### config.mk
export PLATFORM = sky130hd
export DESIGN_NAME = dtrp_trace_ctrl
export DESIGN_NICKNAME = d
export VERILOG_FILES = /design/src/logic/dtrp_pkg.sv /design/src/logic/dtrp_trace_ctrl.sv
export VERILOG_INCLUDE_DIRS = /design/src /design/src/logic
export SDC_FILE = /design/constraint.sdc
export NUM_CORES = 1
export LEC_CHECK = 0
export ABC_CLOCK_PERIOD_IN_PS = 3450
export BUFFER_PORTS_ARGS = -buffer_cell sky130_fd_sc_hd__buf_4
export CORE_MARGIN = 8
export CORE_UTILIZATION = 39
export DETAILED_ROUTE_END_ITERATION = 7
export PLACE_DENSITY = 0.62
export SLEW_MARGIN = 20
export SYNTH_ARGS = -nofsm -noshare
export SYNTH_HDL_FRONTEND = slang
export SYNTH_SLANG_ARGS = --single-unit
### constraint.sdc
create_clock -name aclk -period 3.45 [get_ports aclk]
set_input_delay 0.69 -clock aclk [delete_from_list [all_inputs] [get_ports aclk]]
set_output_delay 0.69 -clock aclk [all_outputs]
set_load 0.03 [all_outputs]
### src/logic/dtrp_consts.svh
// Offsets, field positions, reset values and counts for the trace debug priority block.
// Assumes inclusion by bare name from the package and the design module.
`ifndef DTRP_CONSTS_SVH
`define DTRP_CONSTS_SVH
// ----------------------------------------------------------------------
// Register byte addresses on the AXI4-Lite slave.
// ----------------------------------------------------------------------
`define DTRP_OFF_MAIN 8'h00
`define DTRP_OFF_TRIG 8'h04
`define DTRP_OFF_CMPA 8'h08
`define DTRP_OFF_STAT 8'h0C
`define DTRP_OFF_FIFO 8'h10
// ----------------------------------------------------------------------
// Field positions.
// ----------------------------------------------------------------------
`define DTRP_MAIN_EN 7
`define DTRP_MAIN_ARM 6
`define DTRP_MAIN_TAG 5
`define DTRP_MAIN_BRK 4
`define DTRP_TRIG_OPQ 7
`define DTRP_TRIG_BEGIN 6
// ----------------------------------------------------------------------
// Default begin run loaded by reset; trace depth and bus response codes.
// ----------------------------------------------------------------------
`define DTRP_RST_MAIN 8'hC0
`define DTRP_RST_TRIG 8'h40
`define DTRP_RST_CAH 8'hFF
`define DTRP_RST_CAL 8'hFE
`define DTRP_FIFO_DEPTH 8
`define DTRP_RESP_OKAY 2'h0
`define DTRP_RESP_SLVERR 2'h2
`endif

### src/logic/dtrp_pkg.sv
// Types shared by the trace debug priority block.
// Assumes the constants header sits in the same folder.
package dtrp_pkg;
  `include "dtrp_consts.svh"
  // Core event inputs grouped as one carrier.
  typedef struct packed {
    logic [15:0] fetch_addr;
    logic fetch_valid;
    logic pipe_top_valid;
    logic [15:0] pipe_top_addr;
    logic irq_pending;
    logic [1:0] cof;
    logic [15:0] cur_addr;
  } dtrp_core_t;
endpackage

### src/logic/dtrp_trace_ctrl.sv
// Trigger, interrupt priority and reset behaviour of the trace debug module.
// Assumes a core that reports fetches, pipe top, pending interrupts and
// change-of-flow, and a host that reads results over AXI4-Lite.
// Contract
// - Opcode trigger loses to coincident pending interrupt.
// - Fetch trigger in end run still detected.
// - End coincident case: disarm, skip interrupt entry.
// - Begin fetch trigger stores interrupt change-of-flow.
// - Begin run stays armed until buffer full.
// - Stays armed until eight words stored.
// - Module never requests a system reset.
// - End-run reset clears arm, flag, break enable.
// - End-run reset keeps other controls and trace.
// - Other resets load default begin run.
// - Default comparator A is 0xFFFE.
// - Default main control is 0xC0.
// - Default trigger control is 0x40.
// - Module drives no interrupt request.
`timescale 1ns/1ps
// The guard in the constants header makes this second inclusion harmless.
`include "dtrp_consts.svh"
module dtrp_trace_ctrl
  import dtrp_pkg::*;
(
  input wire logic aclk,
  input wire logic aresetn,
  input wire logic por_n,
  input wire dtrp_core_t core,
  input wire logic [7:0] s_axi_awaddr,
  input wire logic s_axi_awvalid,
  output logic s_axi_awready,
  input wire logic [31:0] s_axi_wdata,
  input wire logic [3:0] s_axi_wstrb,
  input wire logic s_axi_wvalid,
  output logic s_axi_wready,
  output logic [1:0] s_axi_bresp,
  output logic s_axi_bvalid,
  input wire logic s_axi_bready,
  input wire logic [7:0] s_axi_araddr,
  input wire logic s_axi_arvalid,
  output logic s_axi_arready,
  output logic [31:0] s_axi_rdata,
  output logic [1:0] s_axi_rresp,
  output logic s_axi_rvalid,
  input wire logic s_axi_rready,
  output logic break_request,
  output logic mcu_reset_request,
  output logic cpu_irq
);
  // ----------------------------------------------------------------------
  // Control state.
  // ----------------------------------------------------------------------
  logic [7:0] debug_main_control_q; // Enable, arm, tag, break enable.
  logic [7:0] debug_trigger_control_q; // Opcode qualify and begin select.
  logic [7:0] comparator_a_high_byte_q; // Comparator A high byte.
  logic [7:0] comparator_a_low_byte_q; // Comparator A low byte.
  logic trace_armed_flag_q; // Set while a run is armed.
  logic triggered_q; // Begin run has seen its trigger.
  logic [15:0] fifo_q [`DTRP_FIFO_DEPTH]; // Trace storage.
  logic [3:0] cnt_q; // Valid word count.
  logic [15:0] prev_addr_q; // Address of the previous cycle.
  logic break_q; // Break towards the core.
  logic por_meta_q, por_s2_q, por_s3_q; // Power-on pin synchroniser.
  // ----------------------------------------------------------------------
  // Decoded run type and trigger detection.
  // ----------------------------------------------------------------------
  // Run-type decode is kept combinational; it follows the registers directly.
  logic en, armed, opcode_qualify_select, begin_run, cmp_hit;
  logic trig_fetch, trig_opcode, trigger, store_en, fifo_full;
  logic [15:0] cmp_a, store_val;
  assign en = debug_main_control_q[`DTRP_MAIN_EN];
  assign armed = debug_main_control_q[`DTRP_MAIN_ARM] & en;
  assign opcode_qualify_select = debug_trigger_control_q[`DTRP_TRIG_OPQ];
  assign begin_run = debug_trigger_control_q[`DTRP_TRIG_BEGIN];
  assign cmp_a = {comparator_a_high_byte_q, comparator_a_low_byte_q};
  assign fifo_full = (cnt_q == 4'(`DTRP_FIFO_DEPTH));
  // Both trigger kinds compare against comparator A only; a fetch match needs
  // a valid fetch strobe, so an idle core can never trigger.
  // Fetch trigger ignores the pending interrupt entirely.
  assign trig_fetch = !opcode_qualify_select & core.fetch_valid
                      & (core.fetch_addr == cmp_a);
  // The interrupt wins at the pipe top, so no trigger is seen.
  assign trig_opcode = opcode_qualify_select & core.pipe_top_valid
                       & (core.pipe_top_addr == cmp_a) & !core.irq_pending;
  assign trigger = armed & !triggered_q & (trig_fetch | trig_opcode);
  assign cmp_hit = trig_fetch | trig_opcode;
  // End run stores until trigger, but the trigger cycle's interrupt entry
  // is skipped by the trigger-and-interrupt gate in store_en; begin run stores from trigger on.
  assign store_en = armed & (core.cof != 2'h0) & !fifo_full
                    & (begin_run ? (triggered_q | trigger)
                                 : !(trigger & core.irq_pending));
  // A taken branch stores its source, the previous address minus two;
  // a jump, return or vector stores the current address directly.
  assign store_val = core.cof[1] ? core.cur_addr : 16'(prev_addr_q - 16'h0002);
  // ----------------------------------------------------------------------
  // Power-on pin synchroniser; the second and third stage must agree.
  // ----------------------------------------------------------------------
  // The power-on pin is asynchronous to the bus clock, so its level is only
  // trusted once two later stages agree; a glitch shorter than a cycle is lost.
  always_ff @(posedge aclk) begin
    por_meta_q <= por_n;
    por_s2_q <= por_meta_q;
    por_s3_q <= por_s2_q;
  end
  logic por_seen;
  assign por_seen = !por_s2_q & !por_s3_q;
  // Limitation: a power-on pulse shorter than two bus cycles can be missed, and
  // an armed end run would then be kept instead of replaced.
  // Full reset unless an end run was set up and no power-on happened.
  logic keep_end_run;
  assign keep_end_run = en & !begin_run & !por_seen;
  // ----------------------------------------------------------------------
  // AXI4-Lite handshakes.
  // ----------------------------------------------------------------------
  logic [7:0] aw_q;
  logic [31:0] w_q;
  logic aw_have_q, w_have_q, wr_go, rd_go;
  assign wr_go = aw_have_q & w_have_q & !s_axi_bvalid;
  assign rd_go = s_axi_arvalid & s_axi_arready;
  // Address and data are taken independently and joined for the write.
  // Both readies stay low from the take until the response issues, so a
  // second write cannot overtake the first.
  always_ff @(posedge aclk) begin
    if (!aresetn) begin
      s_axi_awready <= 1'b1;
      s_axi_wready <= 1'b1;
      aw_have_q <= 1'b0;
      w_have_q <= 1'b0;
      aw_q <= 8'h00;
      w_q <= 32'h0000_0000;
    end else begin
      if (s_axi_awvalid & s_axi_awready) begin
        aw_q <= s_axi_awaddr;
        aw_have_q <= 1'b1;
        s_axi_awready <= 1'b0;
      end else if (wr_go) begin
        aw_have_q <= 1'b0;
        s_axi_awready <= 1'b1;
      end
      if (s_axi_wvalid & s_axi_wready) begin
        w_q <= s_axi_wdata & {{8{s_axi_wstrb[3]}}, {8{s_axi_wstrb[2]}},
                              {8{s_axi_wstrb[1]}}, {8{s_axi_wstrb[0]}}};
        w_have_q <= 1'b1;
        s_axi_wready <= 1'b0;
      end else if (wr_go) begin
        w_have_q <= 1'b0;
        s_axi_wready <= 1'b1;
      end
    end
  end
  // Write response one cycle after both halves are held.
  // Only the five register words answer OKAY; anything else gets SLVERR.
  function automatic logic mapped(input logic [7:0] a);
    mapped = (a == `DTRP_OFF_MAIN) | (a == `DTRP_OFF_TRIG) | (a == `DTRP_OFF_CMPA)
           | (a == `DTRP_OFF_STAT) | (a == `DTRP_OFF_FIFO);
  endfunction
  always_ff @(posedge aclk) begin
    if (!aresetn) begin
      s_axi_bvalid <= 1'b0;
      s_axi_bresp <= `DTRP_RESP_OKAY;
    end else if (wr_go) begin
      s_axi_bvalid <= 1'b1;
      s_axi_bresp <= mapped(aw_q) ? `DTRP_RESP_OKAY : `DTRP_RESP_SLVERR;
    end else if (s_axi_bready) begin
      s_axi_bvalid <= 1'b0;
    end
  end
  // Read data registered one cycle after the address is taken.
  // A trace read while armed returns the oldest word and leaves the storage
  // in place, so no word is lost to an early host.
  logic fifo_pop;
  assign fifo_pop = rd_go & (s_axi_araddr == `DTRP_OFF_FIFO) & !armed
                    & !trace_armed_flag_q;
  always_ff @(posedge aclk) begin
    if (!aresetn) begin
      s_axi_arready <= 1'b1;
      s_axi_rvalid <= 1'b0;
      s_axi_rdata <= 32'h0000_0000;
      s_axi_rresp <= `DTRP_RESP_OKAY;
    end else if (rd_go) begin
      s_axi_arready <= 1'b0;
      s_axi_rvalid <= 1'b1;
      s_axi_rresp <= mapped(s_axi_araddr) ? `DTRP_RESP_OKAY : `DTRP_RESP_SLVERR;
      case (s_axi_araddr)
        `DTRP_OFF_MAIN: s_axi_rdata <= {24'h000000, debug_main_control_q};
        `DTRP_OFF_TRIG: s_axi_rdata <= {24'h000000, debug_trigger_control_q};
        `DTRP_OFF_CMPA: s_axi_rdata <= {16'h0000, cmp_a};
        // Bit 4 is reserved and reads zero.
        `DTRP_OFF_STAT: s_axi_rdata <= {23'h000000, triggered_q, trace_armed_flag_q,
                                        cmp_hit, break_q, 1'b0, cnt_q};
        `DTRP_OFF_FIFO: s_axi_rdata <= {16'h0000, fifo_q[0]};
        default: s_axi_rdata <= 32'h0000_0000;
      endcase
    end else if (s_axi_rvalid & s_axi_rready) begin
      s_axi_rvalid <= 1'b0;
      s_axi_arready <= 1'b1;
    end
  end
  // ----------------------------------------------------------------------
  // Control registers: reset behaviour, software writes, disarm.
  // ----------------------------------------------------------------------
  logic wr_main, wr_trig, wr_cmpa, disarm;
  assign wr_main = wr_go & (aw_q == `DTRP_OFF_MAIN);
  assign wr_trig = wr_go & (aw_q == `DTRP_OFF_TRIG);
  assign wr_cmpa = wr_go & (aw_q == `DTRP_OFF_CMPA);
  // A software write to the main control wins over a disarm in the same cycle.
  // End run disarms on trigger; begin run once eight words are held.
  assign disarm = (trigger & !begin_run)
                | (triggered_q & fifo_full);
  // On an end-run reset the main control keeps all but arm and break enable; the host can then read
  // the trigger setup, comparator and trace as they stood.
  always_ff @(posedge aclk) begin
    if (!aresetn) begin
      if (keep_end_run) begin
        // Only the arm and break enable bits drop; the rest survives.
        debug_main_control_q[`DTRP_MAIN_ARM] <= 1'b0;
        debug_main_control_q[`DTRP_MAIN_BRK] <= 1'b0;
      end else begin
        debug_main_control_q <= `DTRP_RST_MAIN;
        debug_trigger_control_q <= `DTRP_RST_TRIG;
        comparator_a_high_byte_q <= `DTRP_RST_CAH;
        comparator_a_low_byte_q <= `DTRP_RST_CAL;
      end
    end else begin
      if (wr_main) begin
        debug_main_control_q <= w_q[7:0];
      end else if (disarm) begin
        debug_main_control_q[`DTRP_MAIN_ARM] <= 1'b0;
      end
      if (wr_trig) begin
        debug_trigger_control_q <= w_q[7:0];
      end
      if (wr_cmpa) begin
        comparator_a_high_byte_q <= w_q[15:8];
        comparator_a_low_byte_q <= w_q[7:0];
      end
    end
  end
  // Arm flag, begin-trigger latch and break output.
  // The break is a single-cycle pulse two edges after the disarm event; the
  // core must latch it.
  always_ff @(posedge aclk) begin
    if (!aresetn) begin
      trace_armed_flag_q <= keep_end_run ? 1'b0 : 1'b1;
      triggered_q <= 1'b0;
      break_q <= 1'b0;
    end else begin
      if (wr_main) begin
        trace_armed_flag_q <= w_q[`DTRP_MAIN_ARM] & w_q[`DTRP_MAIN_EN];
        triggered_q <= 1'b0;
      end else if (disarm) begin
        trace_armed_flag_q <= 1'b0;
        triggered_q <= 1'b0;
      end else if (trigger & begin_run) begin
        triggered_q <= 1'b1;
      end
      // A begin run breaks only on a full buffer, never at its trigger.
      break_q <= debug_main_control_q[`DTRP_MAIN_BRK] & disarm;
    end
  end
  // ----------------------------------------------------------------------
  // Trace storage; kept across an end-run reset.
  // ----------------------------------------------------------------------
  // The count is not lowered by host reads, so it still tells how many words
  // the run left behind.
  always_ff @(posedge aclk) begin
    prev_addr_q <= core.cur_addr;
    if (!aresetn) begin
      if (!keep_end_run) begin
        cnt_q <= 4'h0;
      end
    end else if (wr_main & w_q[`DTRP_MAIN_ARM]) begin
      cnt_q <= 4'h0;
    end else if (store_en) begin
      cnt_q <= cnt_q + 4'h1;
    end
  end
  // Words enter at the count index; a host read shifts towards index zero.
  // The top index refills with zero as the words move down.
  generate
    for (genvar i = 0; i < `DTRP_FIFO_DEPTH; i++) begin : g_fifo
      always_ff @(posedge aclk) begin
        if (aresetn & store_en & (cnt_q == 4'(i))) begin
          fifo_q[i] <= store_val;
        end else if (aresetn & fifo_pop) begin
          fifo_q[i] <= (i == `DTRP_FIFO_DEPTH - 1) ? 16'h0000 : fifo_q[(i + 1) % 8];
        end
      end
    end
  endgenerate
  // ----------------------------------------------------------------------
  // Outputs towards the system.
  // ----------------------------------------------------------------------
  // Both request lines are tied low through a flop so that every output of
  // the block still leaves from a register.
  always_ff @(posedge aclk) begin
    mcu_reset_request <= 1'b0;
    cpu_irq <= 1'b0;
    break_request <= aresetn & break_q;
  end
  // ----------------------------------------------------------------------
  // Checks.
  // ----------------------------------------------------------------------
  opcode_irq_block_a: assert property (@(posedge aclk) disable iff (!aresetn)
    (armed & opcode_qualify_select & core.irq_pending) |-> !trigger)
    else $error("Opcode trigger taken during pending interrupt.");
  end_fetch_trig_a: assert property (@(posedge aclk) disable iff (!aresetn)
    (armed & !begin_run & !opcode_qualify_select & core.fetch_valid
     & core.fetch_addr == cmp_a) |=> !debug_main_control_q[`DTRP_MAIN_ARM])
    else $error("End run fetch trigger did not disarm.");
  end_skip_store_a: assert property (@(posedge aclk) disable iff (!aresetn)
    (trigger & !begin_run & core.irq_pending) |=> $stable(cnt_q))
    else $error("Interrupt entry stored at end trigger.");
  begin_irq_store_a: assert property (@(posedge aclk) disable iff (!aresetn)
    (trigger & begin_run & core.cof != 2'h0 & !fifo_full) |=> cnt_q == $past(cnt_q) + 4'h1)
    else $error("Begin trigger change-of-flow not stored.");
  begin_stay_armed_a: assert property (@(posedge aclk) disable iff (!aresetn)
    (triggered_q & !fifo_full & !wr_main) |=> debug_main_control_q[`DTRP_MAIN_ARM] & !break_q)
    else $error("Begin run disarmed before full.");
  eight_words_a: assert property (@(posedge aclk) disable iff (!aresetn)
    (triggered_q & cnt_q == 4'h8 & !wr_main) |=> !trace_armed_flag_q)
    else $error("Run stayed armed after eight words.");
  // The request flops are unknown until the first clock edge, so even these
  // constant checks wait for reset to be released.
  no_reset_req_a: assert property (@(posedge aclk) disable iff (!aresetn)
    !mcu_reset_request)
    else $error("Reset request driven.");
  no_irq_a: assert property (@(posedge aclk) disable iff (!aresetn)
    !cpu_irq)
    else $error("Interrupt request driven.");
  end_reset_keep_a: assert property (@(posedge aclk)
    (!aresetn & keep_end_run) |=> !trace_armed_flag_q
      & debug_main_control_q[`DTRP_MAIN_EN] & !debug_main_control_q[`DTRP_MAIN_BRK])
    else $error("End-run reset handling wrong.");
  default_run_a: assert property (@(posedge aclk)
    (!aresetn & !keep_end_run) |=> debug_main_control_q == `DTRP_RST_MAIN
      & debug_trigger_control_q == `DTRP_RST_TRIG & cmp_a == 16'hFFFE)
    else $error("Default begin run not loaded.");
  // An end-run reset must leave the count and the trigger setup untouched.
  end_reset_trace_a: assert property (@(posedge aclk)
    (!aresetn & keep_end_run) |=> cnt_q == $past(cnt_q)
      & debug_trigger_control_q == $past(debug_trigger_control_q))
    else $error("End-run reset lost trace state.");
  // An end trigger with break enabled halts the core two edges later.
  end_trig_break_a: assert property (@(posedge aclk) disable iff (!aresetn)
    (trigger & !begin_run & debug_main_control_q[`DTRP_MAIN_BRK]) |=> ##1 break_request)
    else $error("End trigger break missing.");
  // A begin run with break enabled halts the core once the buffer is full.
  full_break_a: assert property (@(posedge aclk) disable iff (!aresetn)
    (triggered_q & fifo_full & debug_main_control_q[`DTRP_MAIN_BRK]) |=> ##1 break_request)
    else $error("Full buffer break missing.");
endmodule

==> impl_table.tex <==
\begin{tabular}{lr}
\hline
Metric & Value \\
\hline
\multicolumn{2}{l}{\textbf{Route}} \\
\quad Violation count after the first detailed-route iteration & around 520 \\
\quad Post-route DRC violation count & 0 \\
\quad Number of search-and-repair iterations in the first detailed-routing pass & 5 \\
\quad Total Wirelength & $\sim$24 mm \\
\quad Via Count & between 6000 and 7000 \\
\quad Residual antenna-violating net count after detailed routing & 0 \\
\quad Detailed-route wire length per cell & roughly 18 um \\
\quad Via density per instance & between 5 and 6 \\
\multicolumn{2}{l}{\textbf{STA}} \\
\quad Share of the clock period used by the worst path & around 86\% \\
\quad Setup clock skew after layout & around 0.017 ns \\
\quad Number of setup violations in the final report & 0 \\
\quad Final Max Tran Viols & 0 \\
\quad Fmax & between 300 and 400 MHz \\
\quad Setup ws final & 0.470 ns \\
\quad Slew at the pin closest to its max-slew limit & between 0.7 and 0.8 ns \\
\quad Remaining max-slew budget at the tightest pin & around 50\% \\
\quad Worst hold-check slack & between 0.2 and 0.3 ns \\
\quad Minimum period implied by the final worst setup slack & between 2 and 3 ns \\
\quad Unrepaired setup endpoints after global routing & no \\
\quad Final hold violation count & 0 \\
\quad TNS Setup & 0 ns \\
\multicolumn{2}{l}{\textbf{Floorplanning}} \\
\quad Area of the core & approximately 26000 um\^{}2 \\
\quad Row cnt & between 50 and 60 \\
\quad Chip height & between 150 and 200 um \\
\quad Die area & around 32000 um\^{}2 \\
\quad Starting Density & 39.7\% \\
\quad Number of top-level design ports & around 160 \\
\quad Die Span X & 179 um \\
\multicolumn{2}{l}{\textbf{Critical path}} \\
\quad Stage delay of the slowest cell on the critical path & $\sim$0.50 ns \\
\quad Worst setup path category & register to register \\
\quad Nature of the critical path startpoint & register \\
\quad Type of element capturing the critical path & register \\
\quad Endpoint required time on the critical path & 3.73 ns \\
\quad Worst path arrival time & approximately 3.3 ns \\
\quad CP Cell Sequence & xor2\_1, nor4\_1, nand4bb\_1, o32ai\_1, buf\_4, mux2\_2, a31o\_2, buf\_12 \\
\quad Master of the slowest instance on the critical path & sky130\_fd\_sc\_hd\_\_edfxtp\_1 \\
\quad Highest fanout seen on the critical path & 16 \\
\multicolumn{2}{l}{\textbf{Placement}} \\
\quad Dpl cells & around 1300 \\
\quad I/O Buffers & 118 \\
\quad Cell Area, Placed & approximately 12000 um\^{}2 \\
\quad Total half-perimeter wirelength after legalization and detailed placement & $\sim$18 mm \\
\quad Worst slack, placed & 0.261 ns \\
\quad Final RePlAce weighted congestion & about 0.9 \\
\multicolumn{2}{l}{\textbf{Clock network}} \\
\quad CTS Root Buffer Type & sky130\_fd\_sc\_hd\_\_clkbuf\_16 \\
\quad Clock transition at the registers of the reported paths & 0.06 ns \\
\quad Count of H-tree levels built during CTS & 1 \\
\quad Number of buffers added by the clock tree synthesis step & 26 \\
\quad Resized cells post-CTS & 0 \\
\quad Number of clock sinks seen by CTS & 236 \\
\quad Post-CTS repair timing setup buffer count & 0 \\
\quad Clock tree from TritonCTS & yes \\
\quad Largest buffer count on any clock path & 3 \\
\quad Clock latency on the worst-skew pair & around 0.53 ns \\
\quad Number of hold buffers added after cts & 0 \\
\multicolumn{2}{l}{\textbf{Yosys}} \\
\quad Number of synthesized register bits & around 240 \\
\quad Number of synthesized flops with an enable pin & 164 \\
\quad Distinct cells, synth & 57 \\
\quad Mapped cell area & slightly above 10000 um\^{}2 \\
\quad Number of warnings issued by yosys & 0 \\
\quad Top flip-flop cell by instance count after synthesis & sky130\_fd\_sc\_hd\_\_edfxtp\_1 \\
\quad Post-Synthesis Cells & 851 \\
\quad Commonest cells post-synth & sky130\_fd\_sc\_hd\_\_edfxtp\_1 (164), sky130\_fd\_sc\_hd\_\_a21o\_1 (112), sky130\_fd\_sc\_hd\_\_dfxtp\_1 (72) \\
\quad Cell type contributing the most total cell area after synthesis & sky130\_fd\_sc\_hd\_\_edfxtp\_1 \\
\quad Top cells by area in the synthesized netlist & sky130\_fd\_sc\_hd\_\_edfxtp\_1 (48\%), sky130\_fd\_sc\_hd\_\_dfxtp\_1 (14\%), sky130\_fd\_sc\_hd\_\_a21o\_1 (8.1\%) \\
\quad Proportion of netlist area held by the largest area contributor & 47.7\% \\
\quad Seq/Total Area, Yosys & between 60\% and 70\% \\
\quad Cell with the most instances after synthesis & sky130\_fd\_sc\_hd\_\_edfxtp\_1 \\
\quad Share of synthesized flip-flops with an asynchronous set or reset & 0\% \\
\quad Post-synthesis area per instance & around 12 um\^{}2 \\
\multicolumn{2}{l}{\textbf{Cells and area}} \\
\quad Layout Cells excl Fill & approximately 1300 \\
\quad Area of all placed cells without fillers & 12500 um\^{}2 \\
\quad Filler cell count & about 2300 \\
\quad Area growth, synth to finish & 20.6\% \\
\quad Footprint of the multi-input gates & about 3600 um\^{}2 \\
\quad Diode count & 0 \\
\quad Share of cells above drive strength 1 & 21.0\% \\
\quad Final \#Nets & about 1100 \\
\quad Footprint of the flip-flops and latches & about 6400 um\^{}2 \\
\multicolumn{2}{l}{\textbf{GRT}} \\
\quad Global-route wire length before repair & 37.1 mm \\
\quad Grt total ovfl & 0 \\
\quad Number of global-route vias before repair & between 6000 and 7000 \\
\quad All-Layer GR Usage & between 10\% and 20\% \\
\quad Antenna violations before repair & 0 \\
\quad Maximum number of pins on one net before global-route repair & 44 \\
\multicolumn{2}{l}{\textbf{Run status}} \\
\quad Status & complete, no violations \\
\multicolumn{2}{l}{\textbf{Min path}} \\
\quad Worst hold-check path type & input pin to register \\
\multicolumn{2}{l}{\textbf{Job}} \\
\quad Count of maximum capacitance violations & 0 \\
\multicolumn{2}{l}{\textbf{Power and ir drop}} \\
\quad Total leakage power & 0.00510 uW \\
\quad Peak VDD IR & 0.349 mV \\
\quad Total power divided by cell area & 515 nW/um\^{}2 \\
\hline
\end{tabular}
## per-layer routing
layer / global-route usage (%) / part of all wire, % / vias up
met1: 20.5 / 45 / 3350
li1: - / - / 3339
met2: 23.3 / 46 / 217
met3: 2.74 / 7.6 / 28
met5: 0 / 0 / -
met4: 3.93 / 1.5 / 0
## kinds of logic after synthesis
family	Yosys count	share of synthesized area [%]
simple gates	249	13.1
flops	236	61.6
compound gates	218	14.4
buf+inv	73	4.18
xor+xnor	49	4.15
mux	20	1.95
fa+ha+maj	5	0.605
other cells	1	0.0363
## stage by stage
stage / power [uW] / util (%)
detailed placement: 3810 / 44.6
CTS: 6500 / 47.8
global placement: 3790 / 44.6
floorplan: 3590 / -
finish: 6420 / 47.8
global route: 6660 / 47.8
## power by group
| part | internal, uW | leakage (uW) | total (uW) | switching (uW) |
|---|---|---|---|---|
| registers | 3120 | 0.00210 | 3190 | 67.9 |
| logic | 242 | 0.00260 | 557 | 315 |
| clock network | 1580 | 0.000412 | 2680 | 1100 |
| total | 4940 | 0.00510 | 6420 | 1480 |
## worst max-delay path, delay by kind of cell (launching register included)
family | cells | cell delay [ns]
muxes | 1 | 0.37
and+or+nand+nor | 2 | 0.63
AOI/OAI and AO/OA | 2 | 0.66
xor gates and xnor gates | 1 | 0.21
DFF | 1 | 0.50
buffers and inverters | 2 | 0.36
## layout make-up
class / count / area share, %
sequential: 236 / 51.1
multi-input combinational: 561 / 29.0
timing repair buffer: 146 / 9.50
clock buffer: 38 / 5.98
tap: 335 / 3.36
clock inverter: 9 / 0.733
inverter: 12 / 0.361
## placed cells by master (no fill, tap or decap), types with 4 or more instances in the layout
cell,count
sky130_fd_sc_hd__a22oi_1,7
sky130_fd_sc_hd__clkbuf_16,26
sky130_fd_sc_hd__mux2i_1,19
sky130_fd_sc_hd__clkinv_2,4
sky130_fd_sc_hd__nor3_1,14
sky130_fd_sc_hd__o21ai_0,19
sky130_fd_sc_hd__nor4_1,10
sky130_fd_sc_hd__dfxtp_1,72
sky130_fd_sc_hd__xor2_1,29
sky130_fd_sc_hd__buf_4,139
sky130_fd_sc_hd__a221oi_1,8
sky130_fd_sc_hd__buf_12,7
sky130_fd_sc_hd__a21o_1,112
sky130_fd_sc_hd__nand3_1,29
sky130_fd_sc_hd__clkbuf_8,5
sky130_fd_sc_hd__a31o_2,4
sky130_fd_sc_hd__xnor2_1,20
sky130_fd_sc_hd__a21oi_1,50
sky130_fd_sc_hd__ha_1,5
sky130_fd_sc_hd__a2bb2oi_1,7
sky130_fd_sc_hd__or3_1,7
sky130_fd_sc_hd__nand4_1,8
sky130_fd_sc_hd__inv_1,12
sky130_fd_sc_hd__nor2_2,9
sky130_fd_sc_hd__nand2b_1,18
sky130_fd_sc_hd__edfxtp_1,164
sky130_fd_sc_hd__and2_1,17
sky130_fd_sc_hd__nor3b_1,8
sky130_fd_sc_hd__nor2_4,7
sky130_fd_sc_hd__clkbuf_1,7
sky130_fd_sc_hd__nand2_1,57
sky130_fd_sc_hd__conb_1,20
sky130_fd_sc_hd__nor2_1,45
## registers in the layout, summed over array words and instances, names as in the netlist, 4 cells and up
name                      flops
comparator_a_low_byte_q       8
debug_trigger_control_q       8
debug_main_control_q          8
w_q                          16
aw_q                          8
s_axi_rdata                  16
cnt_q                         4
fifo_q                      128
prev_addr_q                  16
comparator_a_high_byte_q      8
## path summary, 6_finish.rpt
path | startpoint | endpoint | slack, ns | cells past startpoint
setup / recovery | comparator_a_high_byte_q[6] | fifo_q[1][2] | 0.47 | 8
hold / removal | core[8] | prev_addr_q[8] | 0.27 | 1
setup reg to reg | comparator_a_high_byte_q[6] | fifo_q[1][2] | 0.47 | 8
hold reg to reg | por_meta_q | por_s2_q | 0.34 | 0
Power figures use the tool's default switching activity.
